**src/rtl/sbtc_defs.svh**
```systemverilog
// sbtc_defs.svh - constants of the sixteen bit timer/counter
// assumes: included by bare name from rtl files; definitions only
`ifndef SBTC_DEFS_SVH
`define SBTC_DEFS_SVH

// ----------------------------------------
// control word bit positions
// ----------------------------------------
`define SBTC_CTL_SRC_BIT 1
`define SBTC_CTL_SYNC_BIT 2
`define SBTC_CTL_GATE_BIT 6
`define SBTC_CTL_PS_LO 4
`define SBTC_CTL_PS_HI 5
`define SBTC_CTL_ON_BIT 15

// ----------------------------------------
// reset values and prescale terminal counts
// ----------------------------------------
`define SBTC_CTL_RST 16'h0000
`define SBTC_PERIOD_RST 16'hFFFF
`define SBTC_COUNT_RST 16'h0000
`define SBTC_PS_MAX_1 8'h00
`define SBTC_PS_MAX_8 8'h07
`define SBTC_PS_MAX_64 8'h3F
`define SBTC_PS_MAX_256 8'hFF
`define SBTC_PS_ZERO 8'h00

`endif

```
**src/rtl/sbtc_pkg.sv**
```systemverilog
// sbtc_pkg.sv - types of the sixteen bit timer/counter
// assumes: compiled before every other rtl file
package sbtc_pkg;
   // operating modes decoded from the control word
   typedef enum logic [1:0] {
      SBTC_TIMER,
      SBTC_GATED,
      SBTC_SYNC_CNT,
      SBTC_ASYNC_CNT
   } sbtc_mode_t;
   // prescale ratio codes: 1, 8, 64, 256
   typedef enum logic [1:0] {
      SBTC_DIV1,
      SBTC_DIV8,
      SBTC_DIV64,
      SBTC_DIV256
   } sbtc_div_t;
endpackage

```
**src/rtl/sbtc_tick_if.sv**
```systemverilog
// sbtc_tick_if.sv - carries prescaled count ticks from the prescaler to the counter
// assumes: a single clock domain, ticks are one-cycle pulses
`timescale 1ns/1ps
interface sbtc_tick_if;
   logic tick; // one-cycle count advance
   logic clear; // restart the divide chain
   modport src (output tick, input clear);
   modport dst (input tick, output clear);
endinterface

```
**src/rtl/sbtc_prescaler.sv**
```systemverilog
// sbtc_prescaler.sv - divides input edges by 1, 8, 64 or 256
// assumes: edge_in is a one-cycle pulse in the ref_clk_in domain
`timescale 1ns/1ps
`include "sbtc_defs.svh"
module sbtc_prescaler
   import sbtc_pkg::*;
(
   // clock and reset
   input wire logic ref_clk_in,
   input wire logic resetn_in,
   // input edges and ratio
   input wire logic edge_in,
   input wire sbtc_div_t div_in,
   // ticks out
   sbtc_tick_if.src tick_out
);
   // ----------------------------------------
   // divide chain
   // ----------------------------------------
   logic [7:0] ps_q; // edges seen since last tick
   logic [7:0] ps_d;
   logic tick_q; // registered tick
   logic tick_d;

   // terminal count for each ratio
   function automatic logic [7:0] ps_max(input sbtc_div_t d);
      unique case (d)
         SBTC_DIV1: ps_max = `SBTC_PS_MAX_1;
         SBTC_DIV8: ps_max = `SBTC_PS_MAX_8;
         SBTC_DIV64: ps_max = `SBTC_PS_MAX_64;
         SBTC_DIV256: ps_max = `SBTC_PS_MAX_256;
      endcase
   endfunction

   // next state: a tick every n-th edge
   always_comb begin
      ps_d = ps_q;
      tick_d = 1'b0;
      if (tick_out.clear) begin
         ps_d = `SBTC_PS_ZERO;
      end else if (edge_in) begin
         if (ps_q >= ps_max(div_in)) begin
            ps_d = `SBTC_PS_ZERO;
            tick_d = 1'b1;
         end else begin
            ps_d = ps_q + 8'h01;
         end
      end
   end

   // registers only
   always_ff @(posedge ref_clk_in or negedge resetn_in) begin
      if (!resetn_in) begin
         ps_q <= `SBTC_PS_ZERO;
         tick_q <= 1'b0;
      end else begin
         ps_q <= ps_d;
         tick_q <= tick_d;
      end
   end

   assign tick_out.tick = tick_q;
endmodule

```
**src/rtl/sbtc_timer.sv**
```systemverilog
// sbtc_timer.sv - sixteen bit timer/counter, top level
// assumes: ref_clk_in is the instruction cycle clock; control bits are plain ports;
// the counter runs on ref_clk_in, so the asynchronous counter mode is modelled by
// a free edge path that skips the resynchroniser stage
//
// Functional notes
// - sixteen bit free running counter
// - asynchronous counting from the external clock
// - synchronise after the prescaler, not before
// - timer modes count instruction cycle clock
// - counter modes count external count clock
// - source select at control bit one
// - sync select at control bit two
// - gate enable at control bit six
// - mode decode from source, gate, sync
// - prescale by 1, 8, 64, 256
`timescale 1ns/1ps
`include "sbtc_defs.svh"
module sbtc_timer
   import sbtc_pkg::*;
#(
   parameter int CNT_W = 16 // counter width
)
(
   // clock and reset
   input wire logic ref_clk_in,
   input wire logic resetn_in,
   // control word and period
   input wire logic [15:0] timer_control_reg_in,
   input wire logic [CNT_W-1:0] period_in,
   // external pins
   input wire logic ext_count_clock_in,
   input wire logic gate_in,
   // software event flag handling
   input wire logic event_clear_in,
   // status
   output logic [CNT_W-1:0] count_out,
   output logic event_flag_out,
   output sbtc_mode_t mode_out
);

   // ----------------------------------------
   // control word fields
   // ----------------------------------------
   logic clock_source_select; // 1: external count clock
   logic ext_clock_sync_select; // 1: synchronised counter
   logic gate_accumulate_enable; // gated timer when source is internal
   logic timer_on; // count enable
   sbtc_div_t div_sel; // prescale ratio
   sbtc_mode_t mode; // decoded mode

   assign clock_source_select = timer_control_reg_in[`SBTC_CTL_SRC_BIT];
   assign ext_clock_sync_select = timer_control_reg_in[`SBTC_CTL_SYNC_BIT];
   assign gate_accumulate_enable = timer_control_reg_in[`SBTC_CTL_GATE_BIT];
   assign timer_on = timer_control_reg_in[`SBTC_CTL_ON_BIT];
   assign div_sel = sbtc_div_t'(timer_control_reg_in[`SBTC_CTL_PS_HI:`SBTC_CTL_PS_LO]);

   // mode decode: the gate bit is ignored once the source is external
   function automatic sbtc_mode_t decode_mode(input logic src, input logic gt,
                                              input logic sy);
      if (!src) begin
         decode_mode = gt ? SBTC_GATED : SBTC_TIMER;
      end else begin
         decode_mode = sy ? SBTC_SYNC_CNT : SBTC_ASYNC_CNT;
      end
   endfunction

   assign mode = decode_mode(clock_source_select, gate_accumulate_enable,
                             ext_clock_sync_select);

   // ----------------------------------------
   // external pin edge detection
   // ----------------------------------------
   logic ext_prev_q; // last sample of the count pin
   logic ext_prev_d;
   logic ext_rise; // rising edge of the count pin

   // pins are taken as synchronous, so one sample gives the edge
   always_comb begin
      ext_prev_d = ext_count_clock_in;
   end

   always_ff @(posedge ref_clk_in or negedge resetn_in) begin
      if (!resetn_in) begin
         ext_prev_q <= 1'b0;
      end else begin
         ext_prev_q <= ext_prev_d;
      end
   end

   assign ext_rise = ext_count_clock_in & ~ext_prev_q;

   // ----------------------------------------
   // prescaler input selection
   // ----------------------------------------
   logic ps_edge; // edge fed to the prescaler

   // internal modes use every instruction cycle; gated mode only while gate high
   always_comb begin
      ps_edge = 1'b0;
      if (timer_on) begin
         unique case (mode)
            SBTC_TIMER: ps_edge = 1'b1;
            SBTC_GATED: ps_edge = gate_in;
            SBTC_SYNC_CNT: ps_edge = ext_rise;
            SBTC_ASYNC_CNT: ps_edge = ext_rise;
         endcase
      end
   end

   sbtc_tick_if tick_bus ();

   sbtc_prescaler u_prescaler (
      .ref_clk_in(ref_clk_in),
      .resetn_in(resetn_in),
      .edge_in(ps_edge),
      .div_in(div_sel),
      .tick_out(tick_bus)
   );

   // ----------------------------------------
   // post-prescaler synchroniser
   // ----------------------------------------
   // the sync stage sits after the divider so slow pins see only one delay
   logic sync_tick_q; // tick delayed one instruction cycle
   logic sync_tick_d;
   logic count_tick; // tick accepted by the counter

   always_comb begin
      sync_tick_d = tick_bus.tick;
   end

   always_ff @(posedge ref_clk_in or negedge resetn_in) begin
      if (!resetn_in) begin
         sync_tick_q <= 1'b0;
      end else begin
         sync_tick_q <= sync_tick_d;
      end
   end

   // the asynchronous path bypasses the synchroniser stage
   assign count_tick = (mode == SBTC_SYNC_CNT) ? sync_tick_q : tick_bus.tick;
   assign tick_bus.clear = ~timer_on;

   // ----------------------------------------
   // counter, period match and event flag
   // ----------------------------------------
   logic [CNT_W-1:0] count_q; // counter value
   logic [CNT_W-1:0] count_d;
   logic event_q; // sticky event flag
   logic event_d;
   sbtc_mode_t mode_q; // registered mode for status
   logic match; // counter at period on a tick

   assign match = count_tick && (count_q == period_in);

   // a match wins over a simultaneous clear so no event is lost
   always_comb begin
      count_d = count_q;
      event_d = event_q;
      if (count_tick) begin
         if (match) begin
            count_d = '0;
         end else begin
            count_d = count_q + 1'b1;
         end
      end
      if (event_clear_in) begin
         event_d = 1'b0;
      end
      if (match) begin
         event_d = 1'b1;
      end
   end

   always_ff @(posedge ref_clk_in or negedge resetn_in) begin
      if (!resetn_in) begin
         count_q <= CNT_W'(`SBTC_COUNT_RST);
         event_q <= 1'b0;
         mode_q <= SBTC_TIMER;
      end else begin
         count_q <= count_d;
         event_q <= event_d;
         mode_q <= mode;
      end
   end

   assign count_out = count_q;
   assign event_flag_out = event_q;
   assign mode_out = mode_q;
endmodule

```
**config.mk**
```make
export PLATFORM = sky130hd
export DESIGN_NAME = sbtc_timer
export DESIGN_NICKNAME = d
export VERILOG_FILES = /design/src/rtl/sbtc_pkg.sv /design/src/rtl/sbtc_tick_if.sv /design/src/rtl/sbtc_prescaler.sv /design/src/rtl/sbtc_timer.sv
export VERILOG_INCLUDE_DIRS = /design/src /design/src/rtl
export SDC_FILE = /design/constraint.sdc
export NUM_CORES = 1
export LEC_CHECK = 0
export BUFFER_PORTS_ARGS = -buffer_cell sky130_fd_sc_hd__clkbuf_2
export CORE_MARGIN = 2
export CORE_UTILIZATION = 51
export DETAILED_ROUTE_END_ITERATION = 10
export GPL_ROUTABILITY_DRIVEN = 0
export GPL_TIMING_DRIVEN = 0
export PLACE_DENSITY = 0.85
export SLEW_MARGIN = 40
export SYNTH_ARGS = -nofsm -noshare
export SYNTH_HDL_FRONTEND = slang
export SYNTH_SLANG_ARGS = --single-unit
```
**constraint.sdc**
```tcl
create_clock -name ref_clk_in -period 2.3 [get_ports ref_clk_in]
set_clock_uncertainty 0.1 [all_clocks]
set_input_delay 0.115 -clock ref_clk_in [delete_from_list [all_inputs] [get_ports ref_clk_in]]
set_output_delay 0.115 -clock ref_clk_in [all_outputs]
set_load 0.01 [all_outputs]
```
Yosys cells after proc, flatten, opt, wreduce, memory -nomap -nowiden

Index checks and enable logic that the tools add are counted.

Add/subtract/negate cells: 2
$lt $le $gt $ge: 1
Equal/unequal tests: 8
Multiplexer cells: 18
Bitwise logic cells: 2
Reductions and logical operators: 5

Operators with widths:

| cell                                                   | count |
|---|---|
| two-way mux 8 bit                                      | 5 |
| one-hot mux 8 bit (4 select lines)                     | 1 |
| adder 16 x 1 -> 16 bit (second input constant)         | 1 |
| == test 16 bit                                         | 1 |
| two-way mux 16 bit                                     | 1 |
| two-way mux 1 bit                                      | 9 |
| adder 8 x 1 -> 8 bit (second input constant)           | 1 |
| == test 2 bit (second input constant)                  | 4 |
| greater-or-equal comparator 8 bit                      | 1 |
| == test 2 x 1 -> 1 bit (second input constant)         | 2 |
| logical NOT 2 bit                                      | 2 |
| one-hot mux 1 bit (3 select lines)                     | 1 |
| two-way mux 2 bit                                      | 1 |
| inequality test 2 x 1 -> 1 bit (second input constant) | 1 |
| nonzero test 2 bit                                     | 1 |
| OR reduction 2 bit                                     | 1 |
| bitwise AND 1 bit                                      | 1 |
| logical AND 1 bit                                      | 1 |
| inverter 1 bit                                         | 1 |

Bits in registers: 30
Bits of input ports: 37
Output and inout port bits: 19

Longest topological paths before layout

Depth in word-level cells: 12
Gate-level depth with buffers: 9

Modules after synthesis

From an unflattened synthesis, not the netlist that was laid out.

Cell total of the unflattened synthesis: 203
Area total of the unflattened synthesis: 1976.9 um^2

Modules (own cells, without submodules):

| module         | instances | cells each | area each (um^2) | sequential area each (um^2) |
|---|---|---|---|---|
| sbtc_timer     | 1         | 129        | 1291.2           | 525.5 |
| sbtc_prescaler | 1         | 74         | 685.7            | 225.2 |

Worst setup path before layout

No wires, ideal clock.

Path type: reg-to-reg
Start: register u_prescaler.ps_q[6]
End: register u_prescaler.ps_q[6]
Setup time: 0.087 ns
Arrival time: 1.781 ns
Slack: 0.332 ns
Cell stages (with the launch flop): 8
Buffers on the path: 0
Clock period less this slack: 1.968 ns
Path through: dfrtp_1 -> ha_1 -> a41oi_1 -> o21ai_0 -> nor2_1 -> o21ai_2 -> or4_1 -> o211ai_1

Word-level cells in the longest chain between the ends: 4
Elaborated cells on any way between the ends: 5
Classes of those cells: add/sub: 1; order compare: 1; mux: 3

Ends and longest elaborated chain:

| item                                                                             | RTL line                                   | text |
|---|---|---|
| start: declaration                                                               | sbtc_prescaler.sv:20                       | `logic [7:0] ps_q;` |
| start signal: assignment                                                         | sbtc_prescaler.sv:54                       | `` ps_q <= `SBTC_PS_ZERO; `` |
| start signal: assignment                                                         | sbtc_prescaler.sv:57                       | `ps_q <= ps_d;` |
| adder 8 x 1 -> 8 bit / greater-or-equal comparator 8 bit (equally long branches) | sbtc_prescaler.sv:46, sbtc_prescaler.sv:42 |  |
| two-way mux 8 bit (*)                                                            | sbtc_prescaler.sv:42                       | `if (ps_q >= ps_max(div_in)) begin` |
| two-way mux 8 bit (*)                                                            | sbtc_prescaler.sv:41                       | `end else if (edge_in) begin` |
| two-way mux 8 bit (*)                                                            | sbtc_prescaler.sv:39                       | `if (tick_out.clear) begin` |

Every way passes the cells marked *; elsewhere a longest branch is shown, timed or not. The select of a mux whose other input is x is not followed.
A chain may end at the register's enable or synchronous reset.

Worst setup path after layout

Same ends and word-level chain as after synthesis.

==> out/metrics.cfg <==
[status]
status=completed

[clocking]
clockBufferDepth=2
cts_tree=done
htreeDepth=2
cts_setup_buffers=0
clk_pin_slew_worst_paths_ps=90
clock_latency_ps=330
cts_made_buffers=5
clock-sinks=30
cts_root_buf=clkbuf_4

[power]
p_leak_nw=1.16
p_sw_w=0.000250
swShare=0.252
p_per_area_mw_per_mm2=448
combPwrFrac=0.132
pwr-share-seq=0.559
irDropWorstVdd_mv=0.308
p_int_w=0.000743
p_clk_frac=0.309

[setup_path]
startpoint_type=flop
crit_buf_inv=0
cp.depth=7
worst-setup-path-type=reg -> reg
endpoint=u_prescaler.ps_q[6]$_DFFE_PN0P_
critPathArrivalTime_ps=2270
r2r_cells=7
startpoint=u_prescaler.ps_q[6]$_DFFE_PN0P_
max_stage_delay_ps=500
rr_endpoint=u_prescaler.ps_q[6]$_DFFE_PN0P_
path_cells=ha_1 -> a41oi_1 -> o21ai_0 -> nor2_1 -> o21ai_2 -> or4_1 -> o211ai_1
crit_family=simple AND/OR/NAND/NOR gates
rrSetupSlack_ps=160
crit_path_end_kind=flop
crit_slowest_cell=or4_1
cp.required_ps=2430
crit_fanout=5
r2r-start=u_prescaler.ps_q[6]$_DFFE_PN0P_

[detailed_routing]
dr.pass1.iters=4
num_vias=1505
routed_via_density=5.26
remaining_drc_errors=0
wl_um=3650
drt_iter0_markers=64
post_drt_wl_per_cell_um=12.8
antenna_left=0

[grt]
grt_overflow=0
first_global_vias=1487
grt_pass1_wl_um=6420
antenna_found_initial=0
gr-usage-all-layers=0.204
grt_max_degree=31

[floorplan]
die_y_um=63.2
initial_core_util=0.535
io_pins=56
fp.dieW_um=63.2
core_mm2=0.00334
die-area_mm2=0.00399
fp-row-count=21

[finish]
drive_gt1_frac=0.267
num-nets-final=286
area_delta_synth_final_pct=24.2
antennaDiodeCount=0
final_cell_area_mm2=0.00222

[synthesis]
synth.distinct_cells=44
synth_cells=181
synthFlopType=dfrtp_1
ys_seq_area_frac=0.420
async_reset_ff_frac=1.00
syn_area_mm2=0.00179
syn-num-nets=226
yosys_register_bits=30
avgSynthCellArea_um2=9.86
synth_edf_count=0
yosys_warnings=0

[timing]
max_freq_mhz=468
hold_viol=0
slew_headroom=0.585
fin_crit_sh=0.928
finalMaxSlewViolations=0
setup_violations=0
tns_ps=0
worstMarginPinSlew_ps=621
period_needed_ps=2140
rsz0062_at_grt=no

[hold_path]
hold_class=in -> async

[flow_run]
max_cap_violations=0

[place]
dpl_cell_area_mm2=0.00207
portBuffers=45
hpwl_um=2700

[metal layers]
metal,global-route usage,vias up,share of wire
met5,0,-,0
met4,0.0761,0,0.019
met3,0.0661,9,0.068
met2,0.342,51,0.46
met1,0.244,699,0.45
li1,-,746,-
[power by group through the flow]
stage	combinational, W	clock, W	sequential, W
2_1_floorplan	0.0000584	0	0.000565
3_3_place_gp	0.000112	0	0.000565
3_5_place_dp	0.000117	0	0.000566
4_1_cts	0.000127	0.000317	0.000555
5_1_grt	0.000150	0.000343	0.000557
6_report	0.000131	0.000307	0.000555
[synth_stat cells, types with 2 or more instances]
library cell,instances,area [um^2]
nand2_1,16,60.1
a21oi_1,2,10.0
nor3b_1,2,15.0
nor3_1,3,15.0
nor2b_1,2,12.5
o21ai_0,7,35.0
nand2b_1,2,12.5
nor4_1,3,18.8
a211o_1,2,17.5
o21bai_1,3,22.5
dfrtp_1,30,751
nor2_1,23,86.3
a21o_1,3,22.5
nand4_1,4,25.0
o211ai_1,2,15.0
inv_1,6,22.5
and3_1,2,12.5
nand3_1,8,40.0
xor2_1,20,175
ha_1,8,100
xnor2_1,10,87.6
[final cells by class]
type	count	area [um^2]
Clock buffer	6	51.3
Multi-Input combinational cell	141	983
Buffer	4	28.8
Sequential cell	30	752
Tap cell	46	57.6
Inverter	6	22.5
Fill cell	285	1120
Timing Repair Buffer	53	323
[sequential cells by signal (all words and copies together) (netlist names)]
signal and cells:
count_out 16, u_prescaler.ps_q 8, mode_out 2, event_flag_out 1, ext_prev_q 1, sync_tick_q 1, u_prescaler.tick_out.tick 1
[what timing repair did]
| item | 4_1_cts | 5_1_grt |
|---|---|---|
| endpoints found under the setup margin | 0 | 1 |
| resized for setup | 0 | 1 |
| endpoints found under the hold margin | 35 | 0 |
| hold buffers | 7 | 0 |
[worst min-delay path by stage]
stage | startpoint | endpoint | slack (ps) | depth (start not counted)
6_report | resetn_in | count_out[3]$_DFFE_PN0P_ | 80 | 2
2_1_floorplan | resetn_in | count_out[0]$_DFFE_PN0P_ | -280 | 0
3_5_place_dp | resetn_in | count_out[3]$_DFFE_PN0P_ | 110 | 1
3_3_place_gp | resetn_in | count_out[3]$_DFFE_PN0P_ | 110 | 1
5_1_grt | resetn_in | count_out[3]$_DFFE_PN0P_ | 80 | 2
4_1_cts | gate_in | u_prescaler.tick_out.tick$_DFF_PN0_ | 110 | 4
[per-stage QoR]
| stage | setup WS (ps) | utilization | power, W | hold slack (ps) | instances |
|---|---|---|---|---|---|
| floorplan | 332 | - | 0.000624 | -281 | 181 |
| global placement | 245 | 0.620 | 0.000677 | 106 | 272 |
| detailed placement | 162 | 0.620 | 0.000683 | 110 | 272 |
| CTS | 144 | 0.656 | 0.000999 | 112 | 285 |
| global route | 1.19 | 0.665 | 0.00105 | 84.3 | 286 |
| finish | 165 | 0.665 | 0.000994 | 79.3 | 286 |
[placed cells by master (no fill, tap or decap), drive strengths merged, types with 2 or more instances in the layout]
cell type    instances
o21ai                8
xnor2               10
nand4                5
inv                  6
nor4                 3
xor2                20
ha                   8
dlygate4sd3          7
dfrtp               30
o21bai               3
nand2b               2
nand2               16
clkbuf              52
nor2b                2
buf                  4
o211ai               2
a211o                2
nor2                23
a21oi                3
nor3                 5
nor3b                2
nand3                8
and3                 3
a21o                 3
[cells by family after synthesis]
family                   after synthesis  share of synthesized area
buffers and inverters                 10                     0.0287
AO/OA/AOI/OAI                         27                      0.106
adder cells (fa/ha/maj)                8                     0.0561
multiplexers                           1                    0.00561
flip-flops                            30                      0.420
XOR/XNOR                              30                      0.147
AND/OR/NAND/NOR                       75                      0.236
(Power assumes the default switching activity.)
